## src/design/pprs_pkg.sv

```systemverilog
// constants, field positions and route indices shared by the pin route block
package pprs_pkg;

  // ===========================================================
  // bus widths
  localparam int ADDR_W = 4;
  localparam int DATA_W = 8;

  // ===========================================================
  // register offsets
  localparam logic [ADDR_W-1:0] OFS_LOGIC_EVENTS = 4'h0;
  localparam logic [ADDR_W-1:0] OFS_COMM_PORTS   = 4'h1;
  localparam logic [ADDR_W-1:0] OFS_TIMER_A      = 4'h2;
  localparam logic [ADDR_W-1:0] OFS_TIMER_B      = 4'h3;

  // ===========================================================
  // reset value and implemented-bit masks
  localparam logic [DATA_W-1:0] RST_VAL          = 8'h00;
  localparam logic [DATA_W-1:0] MASK_LOGIC       = 8'h37;
  localparam logic [DATA_W-1:0] MASK_COMM        = 8'h15;
  localparam logic [DATA_W-1:0] MASK_TIMER_A     = 8'h3f;
  localparam logic [DATA_W-1:0] MASK_TIMER_B     = 8'h01;

  // ===========================================================
  // field positions
  localparam int EVENT_BIT     = 0;  // event outputs 0..2 at bits 0..2
  localparam int N_EVENT       = 3;
  localparam int LUT_BIT       = 4;  // lookup table 0 at bit 4, table 1 at bit 5
  localparam int COMM_BIT_STEP = 2;  // serial port bit 0, spi bit 2, two-wire bit 4
  localparam int WAVE_BIT      = 0;
  localparam int N_WAVE_FIXED  = 3;  // waves 0..2 route in every mode
  localparam int N_WAVE_SPLIT  = 3;  // waves 3..5 route only in split mode
  localparam int TIMER_B_BIT   = 0;

  // ===========================================================
  // routed signal index map
  localparam int N_LUT      = 2;
  localparam int N_WAVE     = 6;
  localparam int N_COMM     = 3;  // 0 serial port, 1 spi, 2 two-wire
  localparam int COMM_SIGS  = 4;
  localparam int LUT_BASE   = 0;
  localparam int WAVE_BASE  = 2;
  localparam int TB_BASE    = 8;
  localparam int COMM_BASE  = 9;
  localparam int N_ROUTE    = 21;

  typedef logic [N_ROUTE-1:0] pprs_route_t;
  typedef logic [N_EVENT-1:0] pprs_event_t;

endpackage

```

## src/design/pprs_route_if.sv

```systemverilog
// select lines passed from the register file to the pin multiplexer
`timescale 1ns/10ps
interface pprs_route_if;
  import pprs_pkg::*;

  pprs_route_t routeAlt;  // one: use alternative pin
  pprs_event_t eventEn;   // one: drive event pin

  modport regs (output routeAlt, output eventEn);
  modport mux  (input  routeAlt, input  eventEn);
endinterface

```

## src/design/pprs_route_mux.sv

```systemverilog
// per-signal default/alternative pin multiplexer with input synchronisers
`timescale 1ns/10ps
module pprs_route_mux (
  // clock and reset
  input  wire logic                  clk,
  input  wire logic                  rst_n,
  // selects
  pprs_route_if.mux                  rif,
  // peripheral side
  input  wire pprs_pkg::pprs_route_t sigOut,
  input  wire pprs_pkg::pprs_route_t sigOe,
  output      pprs_pkg::pprs_route_t sigIn,
  input  wire pprs_pkg::pprs_event_t evOut,
  // pin side
  output      pprs_pkg::pprs_route_t defOut,
  output      pprs_pkg::pprs_route_t defOe,
  input  wire pprs_pkg::pprs_route_t defIn,
  output      pprs_pkg::pprs_route_t altOut,
  output      pprs_pkg::pprs_route_t altOe,
  input  wire pprs_pkg::pprs_route_t altIn,
  output      pprs_pkg::pprs_event_t evPinOut,
  output      pprs_pkg::pprs_event_t evPinOe
);
  import pprs_pkg::*;

  pprs_route_t defMeta;
  pprs_route_t defSync;
  pprs_route_t altMeta;
  pprs_route_t altSync;

  // pins are asynchronous; two stages before the select reads them
  always_ff @(posedge clk or negedge rst_n) begin
    if (!rst_n) begin
      defMeta <= '0;
      defSync <= '0;
      altMeta <= '0;
      altSync <= '0;
    end else begin
      defMeta <= defIn;
      defSync <= defMeta;
      altMeta <= altIn;
      altSync <= altMeta;
    end
  end

  // each route only follows its own select, so others never glitch
  genvar i;
  generate
    for (i = 0; i < N_ROUTE; i++) begin : g_route
      assign defOut[i] = rif.routeAlt[i] ? 1'b0 : sigOut[i];
      assign defOe[i]  = rif.routeAlt[i] ? 1'b0 : sigOe[i];
      assign altOut[i] = rif.routeAlt[i] ? sigOut[i] : 1'b0;
      assign altOe[i]  = rif.routeAlt[i] ? sigOe[i] : 1'b0;
      assign sigIn[i]  = rif.routeAlt[i] ? altSync[i] : defSync[i];
    end
    for (i = 0; i < N_EVENT; i++) begin : g_event
      // disabled event pins are released, not driven low
      assign evPinOut[i] = rif.eventEn[i] & evOut[i];
      assign evPinOe[i]  = rif.eventEn[i];
    end
  endgenerate

endmodule

```

## src/design/pprs_pin_route_block.sv

```systemverilog
// pin route block: routing registers, select decode and pin multiplexer
//
// Behaviour
// - control bit 5 of the logic/event register moves lookup table 1 to its alternative pin.
// - control bit 4 of the logic/event register moves lookup table 0 to its alternative pin.
// - bit 2 enables event output 2; cleared, its pin is not driven.
// - bit 1 enables event output 1; cleared, its pin is not driven.
// - bit 0 enables event output 0; cleared, its pin is not driven.
// - comm register bit 4 moves the two-wire port pins to their alternative set.
// - comm register bit 2 moves the spi pins to their alternative set.
// - comm register bit 0 moves the serial port pins to their alternative set.
// - timer A bit 5 moves wave 5 to alternative pin in split mode.
// - timer A bit 4 moves wave 4 to alternative pin in split mode.
// - timer A bit 3 moves wave 3 to alternative pin in split mode.
// - bits for waves 3 to 5 do nothing in normal mode.
// - timer A bit 2 moves wave 2; in split mode the low-byte channel 2.
// - timer A bit 1 moves wave 1; in split mode the low-byte channel 1.
// - timer A bit 0 moves wave 0; in split mode the low-byte channel 0.
// - timer B register bit 0 moves the timer B output to its alternative pin.
// - all routing registers reset to zero: default pins, events off.
// - each route either enables a pin function or swaps default and alternative pin.
`timescale 1ns/10ps
module pprs_pin_route_block (
  // clock and reset
  input  wire logic                               clk,
  input  wire logic                               rst_n,
  // register port
  input  wire logic [pprs_pkg::ADDR_W-1:0]        busAddr,
  input  wire logic [pprs_pkg::DATA_W-1:0]        busWdata,
  input  wire logic                               busWe,
  input  wire logic                               busRe,
  output      logic [pprs_pkg::DATA_W-1:0]        busRdata,
  // timer A mode
  input  wire logic                               splitMode,
  // peripheral side
  input  wire pprs_pkg::pprs_route_t              periphOut,
  input  wire pprs_pkg::pprs_route_t              periphOe,
  output      pprs_pkg::pprs_route_t              periphIn,
  input  wire pprs_pkg::pprs_event_t              eventOut,
  // default pins
  output      pprs_pkg::pprs_route_t              pinDefOut,
  output      pprs_pkg::pprs_route_t              pinDefOe,
  input  wire pprs_pkg::pprs_route_t              pinDefIn,
  // alternative pins
  output      pprs_pkg::pprs_route_t              pinAltOut,
  output      pprs_pkg::pprs_route_t              pinAltOe,
  input  wire pprs_pkg::pprs_route_t              pinAltIn,
  // event pins
  output      pprs_pkg::pprs_event_t              eventPinOut,
  output      pprs_pkg::pprs_event_t              eventPinOe
);
  import pprs_pkg::*;

  // ===========================================================
  // routing registers

  logic [DATA_W-1:0] logicEvents_reg;
  logic [DATA_W-1:0] commPorts_reg;
  logic [DATA_W-1:0] timerA_reg;
  logic [DATA_W-1:0] timerB_reg;
  logic [DATA_W-1:0] rdata_reg;
  logic [DATA_W-1:0] rdata_next;

  // masks keep unassigned bits at zero whatever is written
  always_ff @(posedge clk or negedge rst_n) begin
    if (!rst_n) begin
      logicEvents_reg <= RST_VAL;
    end else if (busWe && busAddr == OFS_LOGIC_EVENTS) begin
      logicEvents_reg <= busWdata & MASK_LOGIC;
    end
  end

  // comm pin set selects
  always_ff @(posedge clk or negedge rst_n) begin
    if (!rst_n) begin
      commPorts_reg <= RST_VAL;
    end else if (busWe && busAddr == OFS_COMM_PORTS) begin
      commPorts_reg <= busWdata & MASK_COMM;
    end
  end

  // timer A wave selects; stored even in normal mode so a later
  // switch to split mode picks them up without a rewrite
  always_ff @(posedge clk or negedge rst_n) begin
    if (!rst_n) begin
      timerA_reg <= RST_VAL;
    end else if (busWe && busAddr == OFS_TIMER_A) begin
      timerA_reg <= busWdata & MASK_TIMER_A;
    end
  end

  // timer B output select
  always_ff @(posedge clk or negedge rst_n) begin
    if (!rst_n) begin
      timerB_reg <= RST_VAL;
    end else if (busWe && busAddr == OFS_TIMER_B) begin
      timerB_reg <= busWdata & MASK_TIMER_B;
    end
  end

  // ===========================================================
  // read path

  // unmapped offsets read zero
  always_comb begin
    case (busAddr)
      OFS_LOGIC_EVENTS: rdata_next = logicEvents_reg;
      OFS_COMM_PORTS:   rdata_next = commPorts_reg;
      OFS_TIMER_A:      rdata_next = timerA_reg;
      OFS_TIMER_B:      rdata_next = timerB_reg;
      default:          rdata_next = RST_VAL;
    endcase
  end

  // read data stands only in the cycle after the strobe
  always_ff @(posedge clk or negedge rst_n) begin
    if (!rst_n) begin
      rdata_reg <= RST_VAL;
    end else if (busRe) begin
      rdata_reg <= rdata_next;
    end else begin
      rdata_reg <= RST_VAL;
    end
  end

  assign busRdata = rdata_reg;

  // ===========================================================
  // select decode

  pprs_route_if rif ();

  // selects come straight from the registers, so a write shows at the
  // pins in the cycle after the strobe
  assign rif.routeAlt[LUT_BASE +: N_LUT] =
    logicEvents_reg[LUT_BIT +: N_LUT];

  assign rif.eventEn = logicEvents_reg[EVENT_BIT +: N_EVENT];

  // low three waves route in both modes; in split mode they are the
  // low-byte compare outputs, which the timer itself presents here
  assign rif.routeAlt[WAVE_BASE +: N_WAVE_FIXED] =
    timerA_reg[WAVE_BIT +: N_WAVE_FIXED];

  // upper three waves exist only in split mode
  assign rif.routeAlt[WAVE_BASE + N_WAVE_FIXED +: N_WAVE_SPLIT] =
    timerA_reg[WAVE_BIT + N_WAVE_FIXED +: N_WAVE_SPLIT] &
    {N_WAVE_SPLIT{splitMode}};

  assign rif.routeAlt[TB_BASE] = timerB_reg[TIMER_B_BIT];

  // one select bit moves every signal of a comm instance together
  genvar k;
  generate
    for (k = 0; k < N_COMM; k++) begin : g_comm
      assign rif.routeAlt[COMM_BASE + k*COMM_SIGS +: COMM_SIGS] =
        {COMM_SIGS{commPorts_reg[k*COMM_BIT_STEP]}};
    end
  endgenerate

  // ===========================================================
  // pin multiplexer

  pprs_route_mux i_pprs_route_mux (
    .clk      (clk),
    .rst_n    (rst_n),
    .rif      (rif.mux),
    .sigOut   (periphOut),
    .sigOe    (periphOe),
    .sigIn    (periphIn),
    .evOut    (eventOut),
    .defOut   (pinDefOut),
    .defOe    (pinDefOe),
    .defIn    (pinDefIn),
    .altOut   (pinAltOut),
    .altOe    (pinAltOe),
    .altIn    (pinAltIn),
    .evPinOut (eventPinOut),
    .evPinOe  (eventPinOe)
  );

  // ===========================================================
  // checks

  // lookup table 1 follows its select
  a_table1_route: assert property (@(posedge clk) disable iff (!rst_n)
    pinAltOe[LUT_BASE+1] == (logicEvents_reg[LUT_BIT+1] & periphOe[LUT_BASE+1]) &&
    pinDefOe[LUT_BASE+1] == (!logicEvents_reg[LUT_BIT+1] & periphOe[LUT_BASE+1]))
    else $error("lookup table 1 route wrong");

  // lookup table 0 follows its select
  a_table0_route: assert property (@(posedge clk) disable iff (!rst_n)
    logicEvents_reg[LUT_BIT] |->
      pinAltOut[LUT_BASE] == periphOut[LUT_BASE] && !pinDefOe[LUT_BASE])
    else $error("lookup table 0 alternative route wrong");

  // event 2 pin released while disabled
  a_event2_off: assert property (@(posedge clk) disable iff (!rst_n)
    !logicEvents_reg[EVENT_BIT+2] |-> !eventPinOe[2] && !eventPinOut[2])
    else $error("event 2 driven while disabled");

  // event 1 pin copies the event while enabled
  a_event1_on: assert property (@(posedge clk) disable iff (!rst_n)
    logicEvents_reg[EVENT_BIT+1] |-> eventPinOe[1] && eventPinOut[1] == eventOut[1])
    else $error("event 1 not driven while enabled");

  // event 0 enable follows a write one cycle later
  a_event0_write: assert property (@(posedge clk) disable iff (!rst_n)
    busWe && busAddr == OFS_LOGIC_EVENTS |=> eventPinOe[0] == $past(busWdata[EVENT_BIT]))
    else $error("event 0 enable not taken from write");

  // two-wire instance moves as a group
  a_twi_group: assert property (@(posedge clk) disable iff (!rst_n)
    commPorts_reg[2*COMM_BIT_STEP] |->
      pinAltOe[COMM_BASE+2*COMM_SIGS +: COMM_SIGS] == periphOe[COMM_BASE+2*COMM_SIGS +: COMM_SIGS] &&
      pinDefOe[COMM_BASE+2*COMM_SIGS +: COMM_SIGS] == '0)
    else $error("two-wire pins not on alternative set");

  // spi instance on default set while bit clear
  a_spi_group: assert property (@(posedge clk) disable iff (!rst_n)
    !commPorts_reg[COMM_BIT_STEP] |->
      pinDefOut[COMM_BASE+COMM_SIGS +: COMM_SIGS] == periphOut[COMM_BASE+COMM_SIGS +: COMM_SIGS] &&
      pinAltOe[COMM_BASE+COMM_SIGS +: COMM_SIGS] == '0)
    else $error("spi pins not on default set");

  // serial port input taken from the selected pin set two cycles back
  a_usart_input: assert property (@(posedge clk) disable iff (!rst_n)
    commPorts_reg[0] && $past(commPorts_reg[0]) && $past(commPorts_reg[0], 2) |->
      periphIn[COMM_BASE] == $past(pinAltIn[COMM_BASE], 2))
    else $error("serial port input not from alternative pin");

  // split-mode wave 5 on its alternative pin
  a_split_waves: assert property (@(posedge clk) disable iff (!rst_n)
    splitMode && timerA_reg[WAVE_BIT+5] |-> pinAltOe[WAVE_BASE+5] == periphOe[WAVE_BASE+5])
    else $error("wave 5 not on alternative pin in split mode");

  // wave 4 follows its bit in split mode
  a_wave4_split: assert property (@(posedge clk) disable iff (!rst_n)
    splitMode && timerA_reg[WAVE_BIT+4] |-> !pinDefOe[WAVE_BASE+4])
    else $error("wave 4 still on default pin in split mode");

  // wave 3 follows its bit in split mode
  a_wave3_split: assert property (@(posedge clk) disable iff (!rst_n)
    splitMode && timerA_reg[WAVE_BIT+3] |-> pinAltOut[WAVE_BASE+3] == periphOut[WAVE_BASE+3])
    else $error("wave 3 not routed in split mode");

  // upper waves stay on default pins in normal mode
  a_normal_gate: assert property (@(posedge clk) disable iff (!rst_n)
    !splitMode |->
      pinDefOe[WAVE_BASE+3 +: 3] == periphOe[WAVE_BASE+3 +: 3] && pinAltOe[WAVE_BASE+3 +: 3] == '0)
    else $error("upper waves moved in normal mode");

  // lower waves route regardless of mode
  a_low_waves: assert property (@(posedge clk) disable iff (!rst_n)
    pinAltOe[WAVE_BASE +: 3] == (timerA_reg[WAVE_BIT +: 3] & periphOe[WAVE_BASE +: 3]))
    else $error("lower wave routing wrong");

  // timer B output follows its select
  a_timer_b: assert property (@(posedge clk) disable iff (!rst_n)
    pinAltOe[TB_BASE] == (timerB_reg[TIMER_B_BIT] & periphOe[TB_BASE]))
    else $error("timer B route wrong");

  // reset leaves every register at zero
  a_reset_zero: assert property (@(posedge clk)
    $rose(rst_n) |->
      {logicEvents_reg, commPorts_reg, timerA_reg, timerB_reg} == '0 && eventPinOe == '0)
    else $error("routing state not zero after reset");

  // default and alternative never both carry a route
  a_one_position: assert property (@(posedge clk) disable iff (!rst_n)
    (pinDefOe & pinAltOe) == '0)
    else $error("route enabled on both pins");

  // unassigned bits read back zero
  a_reserved_zero: assert property (@(posedge clk) disable iff (!rst_n)
    busRe ##1 1'b1 |->
      (busRdata & ~($past(busAddr) == OFS_LOGIC_EVENTS ? MASK_LOGIC :
                    $past(busAddr) == OFS_COMM_PORTS   ? MASK_COMM :
                    $past(busAddr) == OFS_TIMER_A      ? MASK_TIMER_A : MASK_TIMER_B)) == '0)
    else $error("unassigned bit read as one");

  // timer B select changes only in the cycle after a write to it
  a_next_cycle: assert property (@(posedge clk) disable iff (!rst_n)
    $changed(timerB_reg) |-> $past(busWe) && $past(busAddr) == OFS_TIMER_B)
    else $error("select changed without a write");

  // a write to the comm register leaves the timer A and logic/event registers alone
  a_no_cross: assert property (@(posedge clk) disable iff (!rst_n)
    busWe && busAddr == OFS_COMM_PORTS |=> $stable(timerA_reg) && $stable(logicEvents_reg))
    else $error("write disturbed another register");

  // read data stands only one cycle
  a_read_once: assert property (@(posedge clk) disable iff (!rst_n)
    !$past(busRe) |-> busRdata == '0)
    else $error("read data outside its cycle");

  // lookup table 1 keeps its default pin while the bit is clear
  a_table1_home: assert property (@(posedge clk) disable iff (!rst_n)
    !logicEvents_reg[LUT_BIT+1] |->
      pinDefOut[LUT_BASE+1] == periphOut[LUT_BASE+1] && !pinAltOe[LUT_BASE+1])
    else $error("lookup table 1 left its default pin");

  // lookup table 0 keeps its default pin while the bit is clear
  a_table0_home: assert property (@(posedge clk) disable iff (!rst_n)
    !logicEvents_reg[LUT_BIT] |->
      pinDefOe[LUT_BASE] == periphOe[LUT_BASE] && !pinAltOut[LUT_BASE])
    else $error("lookup table 0 left its default pin");

  // event 2 pin copies the event while enabled
  a_event2_on: assert property (@(posedge clk) disable iff (!rst_n)
    logicEvents_reg[EVENT_BIT+2] |-> eventPinOe[2] && eventPinOut[2] == eventOut[2])
    else $error("event 2 not driven while enabled");

  // event 1 pin released while disabled
  a_event1_off: assert property (@(posedge clk) disable iff (!rst_n)
    !logicEvents_reg[EVENT_BIT+1] |-> !eventPinOe[1] && !eventPinOut[1])
    else $error("event 1 driven while disabled");

  // event 0 pin tracks its enable in both states
  a_event0_state: assert property (@(posedge clk) disable iff (!rst_n)
    eventPinOe[0] == logicEvents_reg[EVENT_BIT] &&
    eventPinOut[0] == (logicEvents_reg[EVENT_BIT] & eventOut[0]))
    else $error("event 0 pin does not follow its enable");

  // two-wire instance stays on the default set while its bit is clear
  a_twi_home: assert property (@(posedge clk) disable iff (!rst_n)
    !commPorts_reg[2*COMM_BIT_STEP] |->
      pinDefOe[COMM_BASE+2*COMM_SIGS +: COMM_SIGS] == periphOe[COMM_BASE+2*COMM_SIGS +: COMM_SIGS] &&
      pinAltOe[COMM_BASE+2*COMM_SIGS +: COMM_SIGS] == '0)
    else $error("two-wire pins moved with bit clear");

  // spi instance moves as a group when its bit is set
  a_spi_away: assert property (@(posedge clk) disable iff (!rst_n)
    commPorts_reg[COMM_BIT_STEP] |->
      pinAltOut[COMM_BASE+COMM_SIGS +: COMM_SIGS] == periphOut[COMM_BASE+COMM_SIGS +: COMM_SIGS] &&
      pinDefOe[COMM_BASE+COMM_SIGS +: COMM_SIGS] == '0)
    else $error("spi pins not on alternative set");

  // serial port outputs move as a group when its bit is set
  a_serial_group: assert property (@(posedge clk) disable iff (!rst_n)
    commPorts_reg[0] |->
      pinAltOe[COMM_BASE +: COMM_SIGS] == periphOe[COMM_BASE +: COMM_SIGS] &&
      pinDefOut[COMM_BASE +: COMM_SIGS] == '0)
    else $error("serial port pins not on alternative set");

  // timer B output stays on its default pin while the bit is clear
  a_timer_b_home: assert property (@(posedge clk) disable iff (!rst_n)
    !timerB_reg[TIMER_B_BIT] |-> pinDefOut[TB_BASE] == periphOut[TB_BASE] && !pinAltOe[TB_BASE])
    else $error("timer B left its default pin");

  // a timer A write is held, masked, from the very next cycle
  a_write_lands: assert property (@(posedge clk) disable iff (!rst_n)
    busWe && busAddr == OFS_TIMER_A |=> timerA_reg == ($past(busWdata) & MASK_TIMER_A))
    else $error("timer A write not taken");

  // the master never reads and writes at once, so the value read is the one held
  a_read_answer: assert property (@(posedge clk) disable iff (!rst_n)
    busRe && busAddr == OFS_COMM_PORTS |=> busRdata == $past(commPorts_reg))
    else $error("comm register read back wrong");

endmodule

```

## config.mk

```make
export PLATFORM = sky130hd
export DESIGN_NAME = pprs_pin_route_block
export DESIGN_NICKNAME = d
export VERILOG_FILES = /design/src/design/pprs_pkg.sv /design/src/design/pprs_route_if.sv /design/src/design/pprs_route_mux.sv /design/src/design/pprs_pin_route_block.sv
export SDC_FILE = /design/constraint.sdc
export NUM_CORES = 1
export LEC_CHECK = 0
export BUFFER_PORTS_ARGS = -buffer_cell sky130_fd_sc_hd__buf_2
export CAP_MARGIN = 20
export CELL_PAD_IN_SITES_DETAIL_PLACEMENT = 0
export CELL_PAD_IN_SITES_GLOBAL_PLACEMENT = 1
export CORE_MARGIN = 8
export CORE_UTILIZATION = 35
export DETAILED_ROUTE_END_ITERATION = 16
export PLACE_DENSITY = 0.94
export SYNTH_ARGS = -nofsm -noshare
export SYNTH_HDL_FRONTEND = slang
export SYNTH_SLANG_ARGS = --single-unit
```

## constraint.sdc

```tcl
create_clock -name clk -period 2.1 [get_ports clk]
set_clock_uncertainty 0.15 [all_clocks]
set_input_delay 0.63 -clock clk [delete_from_list [all_inputs] [get_ports clk]]
set_output_delay 0.63 -clock clk [all_outputs]
set_load 0.02 [all_outputs]
```

==> results.md <==
- Post-DP Area: approximately 0.0052 sq mm
- Clock power share: around a quarter
- R2r setup slk: around 850 ps
- Sw Pwr: between 1.5 and 2 mW
- Reg2Reg Launch Point: timerB_reg[0]
- Antenna-violating nets left: 0
- Pins Over Slew Limit: 0
- Drt drc: 0
- Max IR drop VDD: just over 400 uV
- Ys async rst share: 100%
- Register clock-pin slew on the reported worst setup and hold paths: ~90 ps
- Register area: between 0.002 and 0.003 sq mm
- Sw frac: a little under a third
- Comb pwr share: ~32%
- Pwr/cell area: between 800 and 900 mW/mm^2
- Critical path required time: roughly 1300 ps
- Failing checks: negative setup slack
- Gr busiest metal: met2
- Final setup margin: -45.9 ps
- Global-route wire length before repair: roughly 16000 um
- CP Launch Type: flop
- YS warnings: 0
- Detailed Route Iter0 Violations: 72
- Gr ovfl total: 0
- Syn Area/Cell: between 10 and 15 sq um
- Clk_lat worst skew: between 300 and 400 ps
- Post-Syn Area: around 0.0039 sq mm
- Seq pwr share: approximately 43%
- Cell row count: 38
- Fmax: 466 MHz
- Antenna violations before repair: 0
- Critical path class: reg2out
- Area of the multi-input gates: 0.00129 sq mm
- Leading area contributor after synthesis: dfrtp_1
- Status: finished with violations
- Pre-antenna DRT Iters: 4
- Clock sinks: 105
- Number of library cell types mapped by synthesis: 24
- Die X: about 120 um
- Reg-to-reg critical path endpoint: busRdata[0]
- Worst Hold Class: in2async
- Drt wl/cell: 16.5 um
- IO Count: ~220
- Post-synth top cells: dfrtp_1, and2_1, mux2_2, nor2b_1, and3_1
- Worst Reg-to-Reg Cells: 4
- Layout cells sized above 1: between 60% and 70%
- Vias: just under 3k
- RSZ-0062 raised after global routing: true
- Die height: approximately 120 um
- Final setup TNS: -196 ps
- HPWL Detailed: 8330 um
- Via density: about 4.4
- Synthesis-stage register bit count: around 110
- Number of hold violations in the final report: 0
- CTS max path bufs: 2
- Crit share post-route: 102%
- Diode count: 0
- Number of max-cap violations: 0
- H-tree depth: 3
- Final Wtd Congestion: about 0.82
- Core area: around 0.011 sq mm
- GR Util met1: around 14%
- Area share of the largest cell type after synthesis: between 60% and 70%
- Final setup vio count: 13
- Fin crit period: ~2100 ps
- Cells after Synth: about 270
- Design Area, Final: ~0.0060 sq mm
- Fillers: between 900 and 1k
- Most frequent cell after synthesis: dfrtp_1
- Top_reg_cell synth: dfrtp_1
- CTS tree: yes
- Final nets: a little over 600
- Post-Route WL: 10900 um
- CP Capture Type: output port
- Finished Core Util: a little under three fifths
- GR Layer Usage met2: between 20% and 30%
- Area growth, synth to finish: 55.2%
- Total CTS buffers: 9
- Global Route met3 Usage: under 10%
- Total global-route track usage: between 10% and 20%
- Starting density of the core: a little over a third
- Root Driver: clkbuf_8
- Number of enable flip-flop cells after synthesis: 0
- DIE AREA: about 0.015 sq mm
- Static leakage: slightly above 3 nW
- Main area contributors after synthesis: dfrtp_1, mux2_2, and2_1
- CP max FO: 8
- Internal: 3.76 mW
- Vias in the first global route: about 3.2k
- Crit path DAT: about 1400 ps
- PortBufs: approximately 220
- Sequential cell area fraction in the yosys report: 68.1%
- Largest net degree at the start of global routing: 37
metal layers:
metal / share of wire [%] / vias to the layer above
met5: 0 / -
met4: 1.8 / 0
li1: - / 1360
met3: 7.4 / 15
met1: 35 / 1419
met2: 55 / 110
critical path, cell delays in order (launching register included):
cell and delay, ps:
dfrtp_2 510, clkbuf_16 200, nor2b_1 130, buf_4 160
final cells by class:
| cell class | count | area share (%) |
|---|---|---|
| Tap cell | 140 | 2.93 |
| Timing Repair Buffer | 246 | 27.9 |
| Clock buffer | 12 | 2.43 |
| Clock inverter | 3 | 1.09 |
| Multi-Input combinational cell | 153 | 21.6 |
| Sequential cell | 105 | 44.1 |
power by group through the flow:
stage / registers (mW) / clock network, mW / logic [mW]
finish: 2.30 / 1.33 / 1.74
global route: 2.32 / 1.45 / 1.86
CTS: 2.30 / 1.37 / 1.55
detailed placement: 2.36 / 0 / 1.32
global placement: 2.34 / 0 / 1.29
floorplan: 2.31 / 0 / 0.810
metrics by stage:
step / hold slack [ps] / power [mW] / instances / setup slack [ps]
CTS: 63.5 / 5.23 / 656 / -37.2
global route: 71.3 / 5.64 / 659 / -118
floorplan: 181 / 3.12 / 268 / 233
detailed placement: 185 / 3.68 / 628 / -59.5
global placement: 182 / 3.64 / 628 / -49.3
finish: 67.9 / 5.38 / 659 / -45.9
what timing repair did:
| action | in CTS | in global routing |
|---|---|---|
| resized for setup | 65 | 87 |
| cloned | 0 | 1 |
| hold buffers | 0 | 0 |
| pin swaps | 1 | 1 |
| buffers inserted | 13 | 2 |
| setup endpoints to repair | 67 | 68 |
cells by family (layout without fill, tap and decap cells):
group | after synthesis | in the layout | synth area share (%)
buffers and inverters | 10 | 261 | 1.56
multiplexers | 42 | 42 | 12.1
AO/OA/AOI/OAI | 3 | 3 | 0.519
AND/OR/NAND/NOR | 106 | 106 | 17.6
other | 1 | 2 | 0.0972
flip-flops | 105 | 105 | 68.1
worst max-delay path by stage:
stage,startpoint,end,slack (ps),depth (start not counted)
2_1_floorplan,splitMode,periphIn[5],230,2
3_3_place_gp,splitMode,periphIn[7],-50,4
5_1_grt,commPorts_reg[0],pinDefOe[10],-120,3
3_5_place_dp,splitMode,periphIn[6],-60,4
4_1_cts,commPorts_reg[0],periphIn[11],-40,2
6_report,commPorts_reg[0],pinDefOe[10],-50,3
cell usage in the layout, fill, tap and decap left out, drive strengths merged:
| cell | Yosys | layout |
|---|---|---|
| a21oi | 1 | 1 |
| and2 | 45 | 45 |
| and3 | 6 | 6 |
| and4bb | 1 | 1 |
| buf | 7 | 245 |
| bufinv | 0 | 2 |
| clkbuf | 3 | 13 |
| clkinv | 0 | 1 |
| conb | 1 | 2 |
| dfrtp | 105 | 105 |
| mux2 | 37 | 37 |
| mux2i | 5 | 5 |
| nand2 | 5 | 5 |
| nand3 | 1 | 1 |
| nand3b | 2 | 2 |
| nand4 | 1 | 1 |
| nand4b | 2 | 2 |
| nor2 | 3 | 3 |
| nor2b | 36 | 36 |
| nor3 | 3 | 3 |
| o21a | 2 | 2 |
| or2 | 1 | 1 |
No activity file was read; power rests on OpenSTA's default activity.
